<file path="src/hw/vlt_pkg.sv">
/*
 * Constants and types shared by the vector length toggle unit.
 * Assumes nothing beyond a SystemVerilog compiler.
 */
package vlt_pkg;
    // ==========================================================
    // Widths
    // ==========================================================
    localparam int DISP_W = 11;
    localparam int LEN_W = 12;
    localparam int DRIVE_W = 4;
    localparam int CODE_W = 3;

    // ==========================================================
    // Field positions in the length word
    // ==========================================================
    localparam int SHORT_LSB = 5;
    localparam int CODE_LSB = 2;

    // ==========================================================
    // Reset values and levels
    // ==========================================================
    localparam logic TOGGLE_RST = 1'h0;
    localparam logic [DRIVE_W-1:0] DRIVE_FULL = 4'hF;
    localparam logic [DRIVE_W-1:0] DRIVE_OFF = 4'h0;
    localparam logic [DRIVE_W-1:0] DRIVE_STEP = 4'h1;

    // ==========================================================
    // Charge-rate modes
    // ==========================================================
    typedef enum logic [1:0] {
        MODE_CONST_TIME = 2'b00,
        MODE_CONST_VEL = 2'b01,
        MODE_MOVE = 2'b10
    } vlt_mode_t;
endpackage

</file>
<file path="src/hw/vlt_len_if.sv">
/*
 * Bundle between the toggle unit and its length calculator.
 * Assumes both ends sit on the same clock.
 */
`timescale 1ns/1ps
`default_nettype none
interface vlt_len_if;
    import vlt_pkg::*;
    logic [DISP_W-1:0] x_disp;
    logic [DISP_W-1:0] y_disp;
    logic x_carry;
    logic y_carry;
    logic [LEN_W-1:0] x_major_sum;
    logic [LEN_W-1:0] y_major_sum;
    logic x_larger;
    logic [LEN_W-1:0] length;

    modport calc (
        input x_disp,
        input y_disp,
        input x_carry,
        input y_carry,
        output x_major_sum,
        output y_major_sum,
        output x_larger,
        output length
    );
    modport user (
        output x_disp,
        output y_disp,
        output x_carry,
        output y_carry,
        input x_major_sum,
        input y_major_sum,
        input x_larger,
        input length
    );
endinterface
`default_nettype wire

</file>
<file path="src/hw/vlt_toggle_unit.sv">
/*
 * Ramp-direction toggle, vector length calculator and short-vector
 * detector of a vector position generator front end.
 * Assumes controller and converter-card signals arrive asynchronously
 * to mclk and that displacement data are held for the whole ramp.
 */
`timescale 1ns/1ps
`default_nettype none

// Summary of operation
// - Initialise pulse clears the toggle
// - Toggle flips on draw-start trailing edge
// - Direction low when reset, high when set
// - External state output is inverted toggle
// - State output feeds controller and converters
// - True and complement feed timing logic
// - Length is larger plus half smaller
// - Eleven-bit X and Y displacement inputs
// - X-major adder with X carry, 12 bits
// - Y-major adder with Y carry, 12 bits
// - Comparator steers length multiplexer
// - Length output is twelve bits wide
// - Three charge modes: short, long, move
// - Bits five to eleven clear enable attenuation
// - Bits two to four give attenuation code
// - Attenuation scales intensity with length
// - Move instruction blocks attenuation
module vlt_toggle_unit
    import vlt_pkg::*;
(
    input wire logic mclk,
    input wire logic reset,
    input wire logic display_init_pulse,
    input wire logic draw_start_pulse,
    input wire logic vector_not_move_select,
    input wire logic beam_unblank,
    input wire logic [DISP_W-1:0] x_displacement_bits,
    input wire logic [DISP_W-1:0] y_displacement_bits,
    input wire logic x_adder_carry_in,
    input wire logic y_adder_carry_in,
    output logic ramp_dir,
    output logic toggle_state_out_n,
    output logic toggle_true,
    output logic toggle_comp,
    output logic [LEN_W-1:0] x_major_range_sum,
    output logic [LEN_W-1:0] y_major_range_sum,
    output logic [LEN_W-1:0] vector_length_n,
    output logic x_is_larger,
    output logic atten_enable,
    output logic [CODE_W-1:0] atten_code,
    output logic [1:0] charge_mode,
    output logic [DRIVE_W-1:0] beam_intensity_drive
);
    // ==========================================================
    // Input synchronisers
    // ==========================================================
    // All pins but mclk and reset cross into mclk through two flops; the first stage
    // is read only by the second.
    localparam int SYNC_W = 4 + 2 * DISP_W + 2;
    localparam logic [SYNC_W-1:0] SYNC_RST = '0;

    logic [SYNC_W-1:0] pins;
    logic [SYNC_W-1:0] meta_q;
    logic [SYNC_W-1:0] sync_q;

    assign pins = {display_init_pulse, draw_start_pulse, vector_not_move_select,
                   beam_unblank, x_displacement_bits, y_displacement_bits,
                   x_adder_carry_in, y_adder_carry_in};

    always_ff @(posedge mclk) begin
        if (reset) begin
            meta_q <= SYNC_RST;
            sync_q <= SYNC_RST;
        end else begin
            meta_q <= pins;
            sync_q <= meta_q;
        end
    end

    logic init_s;
    logic start_s;
    logic vec_sel_s;
    logic unblank_s;
    logic [DISP_W-1:0] x_disp_s;
    logic [DISP_W-1:0] y_disp_s;
    logic x_carry_s;
    logic y_carry_s;

    assign {init_s, start_s, vec_sel_s, unblank_s, x_disp_s, y_disp_s,
            x_carry_s, y_carry_s} = sync_q;

    // ==========================================================
    // Ramp-direction toggle
    // ==========================================================
    logic start_prev_q;
    logic start_fall;
    logic toggle_q;

    always_ff @(posedge mclk) begin
        if (reset) begin
            start_prev_q <= 1'h0;
        end else begin
            start_prev_q <= start_s;
        end
    end

    // Trailing edge, so a long strobe still flips the state once
    assign start_fall = start_prev_q & ~start_s;

    always_ff @(posedge mclk) begin
        if (reset) begin
            toggle_q <= TOGGLE_RST;
        end else if (init_s) begin
            toggle_q <= TOGGLE_RST;
        end else if (start_fall) begin
            toggle_q <= ~toggle_q;
        end
    end

    assign ramp_dir = toggle_q;
    // One net fans out to the controller and both converter cards
    assign toggle_state_out_n = ~toggle_q;
    assign toggle_true = toggle_q;
    assign toggle_comp = ~toggle_q;

    // ==========================================================
    // Length calculator
    // ==========================================================
    vlt_len_if lb ();

    assign lb.x_disp = x_disp_s;
    assign lb.y_disp = y_disp_s;
    assign lb.x_carry = x_carry_s;
    assign lb.y_carry = y_carry_s;

    vlt_length_calc u_calc (
        .lb(lb.calc)
    );

    logic [LEN_W-1:0] length;

    assign length = lb.length;
    assign x_major_range_sum = lb.x_major_sum;
    assign y_major_range_sum = lb.y_major_sum;
    assign x_is_larger = lb.x_larger;
    // Driven from the synchroniser flops only, so it holds while inputs hold
    assign vector_length_n = ~length;

    // ==========================================================
    // Short-vector detector and charge mode
    // ==========================================================
    logic short_len;
    vlt_mode_t mode;

    assign short_len = (length[LEN_W-1:SHORT_LSB] == '0);
    // A blanked move must never dim the beam
    assign atten_enable = short_len & vec_sel_s;
    // Bit five is known clear here, so three bits suffice
    assign atten_code = atten_enable ? length[CODE_LSB+CODE_W-1:CODE_LSB] : '0;

    always_comb begin
        if (!vec_sel_s) begin
            mode = MODE_MOVE;
        end else if (short_len) begin
            mode = MODE_CONST_TIME;
        end else begin
            mode = MODE_CONST_VEL;
        end
    end

    assign charge_mode = mode;

    // ==========================================================
    // Intensity drive
    // ==========================================================
    // Short vectors dwell a fixed time, so shorter ones get less drive
    logic [DRIVE_W-1:0] drive_d;
    logic [DRIVE_W-1:0] drive_q;

    always_comb begin
        if (!unblank_s) begin
            drive_d = DRIVE_OFF;
        end else if (atten_enable) begin
            drive_d = {1'b0, atten_code} + DRIVE_STEP;
        end else begin
            drive_d = DRIVE_FULL;
        end
    end

    always_ff @(posedge mclk) begin
        if (reset) begin
            drive_q <= DRIVE_OFF;
        end else begin
            drive_q <= drive_d;
        end
    end

    assign beam_intensity_drive = drive_q;

    // ==========================================================
    // Checks
    // ==========================================================
    logic [LEN_W-1:0] exp_len;

    always_comb begin
        if (x_disp_s > y_disp_s) begin
            exp_len = {1'b0, x_disp_s} + {2'b00, y_disp_s[DISP_W-1:1]} + {11'h000, x_carry_s};
        end else begin
            exp_len = {1'b0, y_disp_s} + {2'b00, x_disp_s[DISP_W-1:1]} + {11'h000, y_carry_s};
        end
    end

    chk_init_clears: assert property (@(posedge mclk) disable iff (reset)
        init_s |=> !toggle_q)
        else $error("toggle not cleared by initialise");

    chk_toggle_flips: assert property (@(posedge mclk) disable iff (reset)
        (start_fall && !init_s) |=> (toggle_q != $past(toggle_q)))
        else $error("toggle did not flip on draw start");

    chk_toggle_holds: assert property (@(posedge mclk) disable iff (reset)
        (!start_fall && !init_s) |=> $stable(toggle_q))
        else $error("toggle changed without draw start");

    chk_state_polarity: assert property (@(posedge mclk) disable iff (reset)
        $rose(ramp_dir) |-> $fell(toggle_state_out_n) && toggle_true && !toggle_comp)
        else $error("state outputs disagree with direction");

    chk_length_value: assert property (@(posedge mclk) disable iff (reset)
        vector_length_n == ~exp_len)
        else $error("length not larger plus half smaller");

    chk_length_stable: assert property (@(posedge mclk) disable iff (reset)
        $stable(sync_q) |-> $stable(vector_length_n) && $stable(atten_enable))
        else $error("length moved while inputs held");

    chk_short_detect: assert property (@(posedge mclk) disable iff (reset)
        (vec_sel_s && exp_len < 12'h020) |-> atten_enable && mode == MODE_CONST_TIME)
        else $error("short vector not detected");

    chk_move_inhibit: assert property (@(posedge mclk) disable iff (reset)
        !vec_sel_s |-> !atten_enable && mode == MODE_MOVE)
        else $error("move enabled attenuation");

    chk_atten_code: assert property (@(posedge mclk) disable iff (reset)
        atten_enable |-> atten_code == exp_len[4:2])
        else $error("attenuation code wrong");

    chk_drive_level: assert property (@(posedge mclk) disable iff (reset)
        (unblank_s && vec_sel_s && exp_len >= 12'h020) |=> beam_intensity_drive == 4'hF)
        else $error("long vector not at full drive");

    // ==========================================================
    // Datapath, direction and drive checks
    // ==========================================================
    chk_x_sum: assert property (@(posedge mclk) disable iff (reset)
        x_major_range_sum == {1'b0, x_disp_s} + {2'b00, y_disp_s[DISP_W-1:1]} + {11'h000, x_carry_s})
        else $error("x-major sum wrong");

    chk_y_sum: assert property (@(posedge mclk) disable iff (reset)
        y_major_range_sum == {1'b0, y_disp_s} + {2'b00, x_disp_s[DISP_W-1:1]} + {11'h000, y_carry_s})
        else $error("y-major sum wrong");

    chk_steer_select: assert property (@(posedge mclk) disable iff (reset)
        (x_disp_s > y_disp_s) |-> x_is_larger && vector_length_n == ~x_major_range_sum)
        else $error("larger x did not select x-major sum");

    chk_tie_select: assert property (@(posedge mclk) disable iff (reset)
        (x_disp_s <= y_disp_s) |-> !x_is_larger && vector_length_n == ~y_major_range_sum)
        else $error("y-major sum not selected");

    chk_long_mode: assert property (@(posedge mclk) disable iff (reset)
        (vec_sel_s && exp_len >= 12'h020) |-> !atten_enable && mode == MODE_CONST_VEL)
        else $error("long vector not in constant velocity");

    chk_code_idle: assert property (@(posedge mclk) disable iff (reset)
        !atten_enable |-> atten_code == 3'h0)
        else $error("attenuation code without enable");

    chk_blank_drive: assert property (@(posedge mclk) disable iff (reset)
        !unblank_s |=> beam_intensity_drive == DRIVE_OFF)
        else $error("beam driven while blanked");

    chk_short_drive: assert property (@(posedge mclk) disable iff (reset)
        (unblank_s && vec_sel_s && exp_len < 12'h020) |=>
        beam_intensity_drive == {1'b0, $past(exp_len[4:2])} + DRIVE_STEP)
        else $error("short vector drive not scaled");

    chk_move_drive: assert property (@(posedge mclk) disable iff (reset)
        (unblank_s && !vec_sel_s) |=> beam_intensity_drive == DRIVE_FULL)
        else $error("move drive attenuated");

    chk_init_priority: assert property (@(posedge mclk) disable iff (reset)
        (init_s && start_fall) |=> !toggle_q)
        else $error("draw start beat initialise");

    chk_dir_rising: assert property (@(posedge mclk) disable iff (reset)
        (start_fall && !init_s && !toggle_q) |=> ramp_dir && !toggle_state_out_n)
        else $error("ramp did not turn rising");

    chk_dir_falling: assert property (@(posedge mclk) disable iff (reset)
        $fell(ramp_dir) |-> $rose(toggle_state_out_n) && !toggle_true && toggle_comp)
        else $error("state outputs disagree on falling ramp");
endmodule
`default_nettype wire

</file>
<file path="src/hw/vlt_length_calc.sv">
/*
 * Vector length approximation: larger displacement plus half the smaller.
 * Assumes displacement inputs held steady for the ramp period.
 */
`timescale 1ns/1ps
`default_nettype none
module vlt_length_calc
    import vlt_pkg::*;
(
    vlt_len_if.calc lb
);
    // ==========================================================
    // Halved operands
    // ==========================================================
    // Dropping the low bit keeps both adders the same 12-bit width
    logic [LEN_W-1:0] x_full;
    logic [LEN_W-1:0] y_full;
    logic [LEN_W-1:0] x_half;
    logic [LEN_W-1:0] y_half;

    assign x_full = {1'b0, lb.x_disp};
    assign y_full = {1'b0, lb.y_disp};
    assign x_half = {2'b00, lb.x_disp[DISP_W-1:1]};
    assign y_half = {2'b00, lb.y_disp[DISP_W-1:1]};

    // ==========================================================
    // Adders, comparator and select
    // ==========================================================
    assign lb.x_major_sum = x_full + y_half + {{(LEN_W-1){1'b0}}, lb.x_carry};
    assign lb.y_major_sum = y_full + x_half + {{(LEN_W-1){1'b0}}, lb.y_carry};
    assign lb.x_larger = (lb.x_disp > lb.y_disp);
    assign lb.length = lb.x_larger ? lb.x_major_sum : lb.y_major_sum;
endmodule
`default_nettype wire

</file>
<file path="config.mk">
export PLATFORM = sky130hd
export DESIGN_NAME = vlt_toggle_unit
export DESIGN_NICKNAME = d
export VERILOG_FILES = /design/src/hw/vlt_pkg.sv /design/src/hw/vlt_len_if.sv /design/src/hw/vlt_toggle_unit.sv /design/src/hw/vlt_length_calc.sv
export SDC_FILE = /design/constraint.sdc
export NUM_CORES = 1
export LEC_CHECK = 0
export ABC_AREA = 1
export BUFFER_PORTS_ARGS = -buffer_cell sky130_fd_sc_hd__buf_4
export CORE_MARGIN = 2
export CORE_UTILIZATION = 30
export DETAILED_ROUTE_END_ITERATION = 10
export GPL_ROUTABILITY_DRIVEN = 0
export PLACE_DENSITY_LB_ADDON = 0.1
export SYNTH_ARGS = -nofsm -noshare
export SYNTH_HDL_FRONTEND = slang
export SYNTH_SLANG_ARGS = --single-unit
</file>
<file path="constraint.sdc">
create_clock -name mclk -period 7.4 [get_ports mclk]
set_input_delay 1.48 -clock mclk [delete_from_list [all_inputs] [get_ports mclk]]
set_output_delay 1.48 -clock mclk [all_outputs]
set_load 0.02 [all_outputs]
</file>
==> flow_summary.toml, run 1 <==
[status]
status = "finished, final reports clean"

[yosys]
syn_inst = 562
synth-seq-cells = 62
synth.most_common_cell = "nand2_1"
seq_area_frac_synth_pct = 33.1
synth_edf_count = 0
yosys-top-cells-count = "141 x nand2_1, 137 x inv_1, 78 x nor2_1"
yosysTopAreaCellShare_pct = 33.1
synth_fp_nets = 626
avgSynthCellArea_sq_um = 6.67
async_flop_share_pct = 0
synth_area_leaders = "dfxtp_1 33%, nand2_1 14%, inv_1 14%"
yosysWarningCount = 0
dominantRegCellSynth = "dfxtp_1"
synth_top_cell_by_area = "dfxtp_1"
netlist_area_sq_um = 3750
yosysUniqueCellTypes = 32

[sta]
fin_worst_skew_ns = 0.00371
fin_setup_tns_ns = 0
fin_crit_ns = 4.48
min_period_over_period_pct = 60.5
hold_violations = 0
relSlewSlack_pct = 62.4
grt_setup_unrepaired = "no"
hold-worst-slack_ns = 0.392
final_max_slew_viol_count = 0
setup_viol = 0
worstMarginPinSlew_ns = 0.564
max_freq_ghz = 0.223

[placed_design]
io_buffers = 80
place_hpwl_microns = 7980

[grt]
grt_overflow = 0
grt_pass1_wl_microns = 15200
grt_usage_pct = 14.8
grt_antenna_before_repair = 0
grt_max_degree = 60
grt_pass1_vias = 3141

[power]
power_frac_seq_pct = 36.7
powerDensity_nw_per_um2 = 205
p_int_mw = 0.693
switching_share_pct = 29.2
power_frac_comb_pct = 24.9
ir_drop_mv = 0.112
clockPowerShare_pct = 38.4
p_leak_nw = 2.74
switching_power_mw = 0.286

[finish]
drive_gt1_share_pct = 18.4
diodes = 0
area_growth_pct = 27.5
finalNetCount = 707

[worst_setup_path]
path_class = "flop to primary output"
worstPathArrival_ns = 3.00
cp-end-kind = "primary output"
ff2ff_path_depth = 24
rrSetupSlack_ns = 4.25
cp_max_fo = 5
required_ns = 5.92
critPathLaunchType = "flop"
rr_startpoint = "sync_q[3]"
timing.rr.end = "beam_intensity_drive[2]"

[cts]
post_cts_buffers = 0
hold_buffers = 0
cts.sinks = 62
cts-resized-gates = 0
clk_latency_ns = 0.32
htreeDepth = 3
cts_made_buffers = 9
clk_pin_slew_worst_paths_ns = 0.05
cts_tree = "done"
cts_buffer_depth = 2
cts_root_buf = "clkbuf_16"

[route]
routed_via_density = 4.09
drtIter0Drc = 137
vias = 3331
post_drt_wl_per_cell_microns = 11.6
wl_microns = 9430
ant_nets = 0
drc_errors = 0
dr.pass1.iters = 4

[min_path]
holdPathEnd = "ramp_dir"
min_from = "sync_q[27]"
hold_depth = 1
hp-class = "flop to flop"

[floorplan]
boundaryPins = 81
rows = 40
initial_core_util_pct = 31.0
fp.dieArea_sq_um = 13400
design.core.area_sq_um = 12100
die_x_microns = 116
dieHeight_microns = 116

[run]
cap_violations = 0
-- power by group through the flow --
stage	Sequential (mW)	Clock, mW	Combinational (mW)
2_1_floorplan	0.363	0	0.163
3_3_place_gp	0.365	0	0.246
3_5_place_dp	0.366	0	0.246
4_1_cts	0.359	0.389	0.247
5_1_grt	0.360	0.403	0.271
6_report	0.359	0.376	0.244
-- sequential cells by signal (all words and copies together), names as in the netlist --
register,flops
beam_intensity_drive,4
meta_q,28
ramp_dir,1
start_prev_q,1
sync_q,28
-- cell families (layout without fill, tap and decap cells) --
family                   count (synthesis)  count (layout)  share of synthesized area, %
AO/OA/AOI/OAI                           19              19                          2.84
buffers and inverters                  153             237                          15.8
XOR/XNOR                                 6               6                          1.40
AND/OR/NAND/NOR                        287             287                          34.4
adder cells (fa/ha/maj)                 34              34                          12.1
flip-flops                              62              62                          33.1
multiplexers                             1               1                         0.267
-- layout make-up --
| class | count | area (sq um) |
|---|---|---|
| repair buffers | 80 | 601 |
| clock buffers | 13 | 270 |
| multi-input cells | 347 | 1920 |
| flip-flops and latches | 62 | 1240 |
| fillers | 1358 | 7330 |
| clock inverters | 1 | 5.00 |
| inverters | 143 | 537 |
| well taps | 168 | 210 |
-- stage by stage --
step / util [%] / area [sq um] / worst slack [ns] / std cells / power [mW]
floorplan: - / 3750 / 3.40 / 562 / 0.526
global placement: 37.2 / 4500 / 3.38 / 800 / 0.612
detailed placement: 37.2 / 4500 / 3.27 / 800 / 0.612
CTS: 39.5 / 4780 / 2.91 / 814 / 0.996
global route: 39.5 / 4780 / 2.57 / 814 / 1.04
finish: 39.5 / 4780 / 2.92 / 814 / 0.979
-- layer usage --
layer / global-route usage (%) / wire length, microns
met3: 2.67 / 433
met2: 24.1 / 4070
met1: 19.5 / 4700
met4: 5.95 / 229
met5: 0 / 0
-- worst max-delay path, cell delays in order (launching register included) --
cell	delay, ns
dfxtp_1	0.42
fa_1	0.27
inv_1	0.07
fa_1	0.44
inv_1	0.11
nand2_1	0.05
nand2_1	0.09
nand3_1	0.09
nand2_1	0.08
nand2_1	0.05
nand2_1	0.09
nand3_1	0.09
nand2_2	0.08
nand2_1	0.08
nor2_4	0.14
nand2_2	0.07
inv_2	0.06
nand2_2	0.05
nor2_1	0.16
buf_4	0.17
-- worst max path at each step --
stage / from / end / slack (ns) / depth (start not counted)
3_3_place_gp: sync_q[2] / atten_code[1] / 3.38 / 16
2_1_floorplan: sync_q[2] / atten_code[1] / 3.40 / 15
6_report: sync_q[3] / atten_code[1] / 2.92 / 19
5_1_grt: sync_q[3] / atten_code[1] / 2.57 / 19
4_1_cts: sync_q[3] / atten_code[1] / 2.91 / 19
3_5_place_dp: sync_q[3] / atten_code[1] / 3.27 / 19
-- cell usage in the layout, fill, tap and decap left out, drive strengths merged --
master	instances
and2	1
xor2	2
o21ai	3
mux2i	1
o21a	1
inv	143
nor4	1
clkinv	1
ha	30
nand4	9
a21oi	14
clkbuf	13
nand3	27
nand3b	10
xnor2	4
dfxtp	62
nand2	154
o22ai	1
or2	3
nor3	1
buf	80
fa	4
nor2	81
No activity file was read; power rests on OpenSTA's default activity.
==> inputs of run 2 (changes only) <==
Clock period 7.4 ns to 3.6 ns, I/O delays scaled along.
==> flow_summary.toml, run 2 (same netlist as run 1, synthesis figures left out) <==
[worst_setup_path]
worstSetupStartpoint = "sync_q[2]"
critPathLaunchType = "flop"
worstPathArrival_ns = 2.74
cp_max_fo = 5
rr_startpoint = "sync_q[2]"
path_class = "flop to primary output"
rrSetupSlack_ns = 0.68
required_ns = 2.88
cp-end-kind = "primary output"

[route]
drc_errors = 0
ant_nets = 0
dr.pass1.iters = 4
post_drt_wl_per_cell_microns = 11.6
drtIter0Drc = 177
routed_via_density = 4.16
wl_microns = 9590
vias = 3434

[cts]
clk_pin_slew_worst_paths_ns = 0.05
htreeDepth = 3
cts_made_buffers = 9
cts_tree = "done"
cts.sinks = 62
cts_buffer_depth = 2
clk_latency_ns = 0.32
cts_root_buf = "clkbuf_16"
hold_buffers = 0

[sta]
hold_violations = 0
fin_crit_ns = 3.46
max_freq_ghz = 0.289
min_period_over_period_pct = 96.1
layout_setup_ws_ns = 0.141
fin_setup_tns_ns = 0
worstMarginPinSlew_ns = 0.567
grt_setup_unrepaired = "yes"
relSlewSlack_pct = 62.2
final_max_slew_viol_count = 0
fin_worst_skew_ns = 0.00496
setup_viol = 0

[floorplan]
initial_core_util_pct = 31.0
fp.dieArea_sq_um = 13400
dieHeight_microns = 116
die_x_microns = 116
design.core.area_sq_um = 12100
boundaryPins = 81
rows = 40

[grt]
grt_overflow = 0
grt_antenna_before_repair = 0
grt_pass1_vias = 3143
grt_max_degree = 60
grt_pass1_wl_microns = 15000
grt_usage_pct = 14.6

[status]
status = "finished, final reports clean"

[run]
cap_violations = 0

[finish]
final_common_cell = "inv_1"
area_growth_pct = 33.5
final_cell_mix = "136 x inv_1, 135 x nand2_1, 87 x buf_4"
filler_cell_count = 1348
drive_gt1_share_pct = 24.0
stdcell_area_sq_um = 5010
fin_cells = 825
diodes = 0
finalNetCount = 716

[power]
ir_drop_mv = 0.231
p_leak_nw = 2.81
p_total_mw = 2.15
powerDensity_nw_per_um2 = 429

[placed_design]
dp_cells = 800
dp_worst_setup_slack_ns = 0.235
io_buffers = 80
placed_area_sq_um = 4500
place_hpwl_microns = 8000

[min_path]
min_from = "meta_q[1]"
hp-class = "flop to flop"
==> run 2: stage by stage <==
step                util, %  hold WS [ns]
CTS                    39.9         0.402
floorplan                 -         0.375
finish                 41.3         0.392
global route           41.3         0.413
global placement       37.2         0.393
detailed placement     37.2         0.396
==> run 2: path summary, 6_finish.rpt <==
check,to,cells after the start
max,atten_code[1],16
min,sync_q[1],2
max reg2reg,beam_intensity_drive[2],18
min reg2reg,sync_q[1],2
==> run 2: final cells by class <==
| type | count | area, sq um | area share [%] |
|---|---|---|---|
| multi-input combinational | 347 | 2020 | 40.3 |
| sequential | 62 | 1250 | 25.0 |
| timing repair buffer | 89 | 676 | 13.5 |
| inverter | 143 | 537 | 10.7 |
| clock buffer | 10 | 229 | 4.57 |
| tap | 168 | 210 | 4.20 |
| clock inverter | 6 | 86.3 | 1.72 |
==> run 2: per-layer routing <==
metal	GRT usage (%)	vias up	part of all wire [%]
li1	-	1838	-
met1	18.8	1479	48
met2	24.2	104	46
met3	3.19	13	5.1
met4	4.92	0	1.5
met5	0	-	0
==> run 2: what timing repair did <==
action / 4_1_cts / 5_1_grt
pin swaps: 0 / 12
setup buffers: 0 / 9
gates resized for setup: 5 / 31
setup endpoints to repair: 4 / 5
==> run 2: critical path, stage by stage (launching register included) <==
cell      delay [ns]
dfxtp_2         0.33
fa_2            0.42
fa_2            0.43
nand2_2         0.07
nand3_2         0.08
nand3_1         0.10
nand3b_1        0.08
nand2_1         0.11
nand2_2         0.06
nand2_2         0.07
nand2_2         0.06
nor2_4          0.13
nand2_2         0.07
inv_2           0.08
nand2_4         0.07
nor2_4          0.13
buf_6           0.12
==> run 2: where the power goes <==
group | switching (mW) | internal, mW
Combinational | 0.318 | 0.209
Clock | 0.279 | 0.603
Sequential | 0.0195 | 0.719
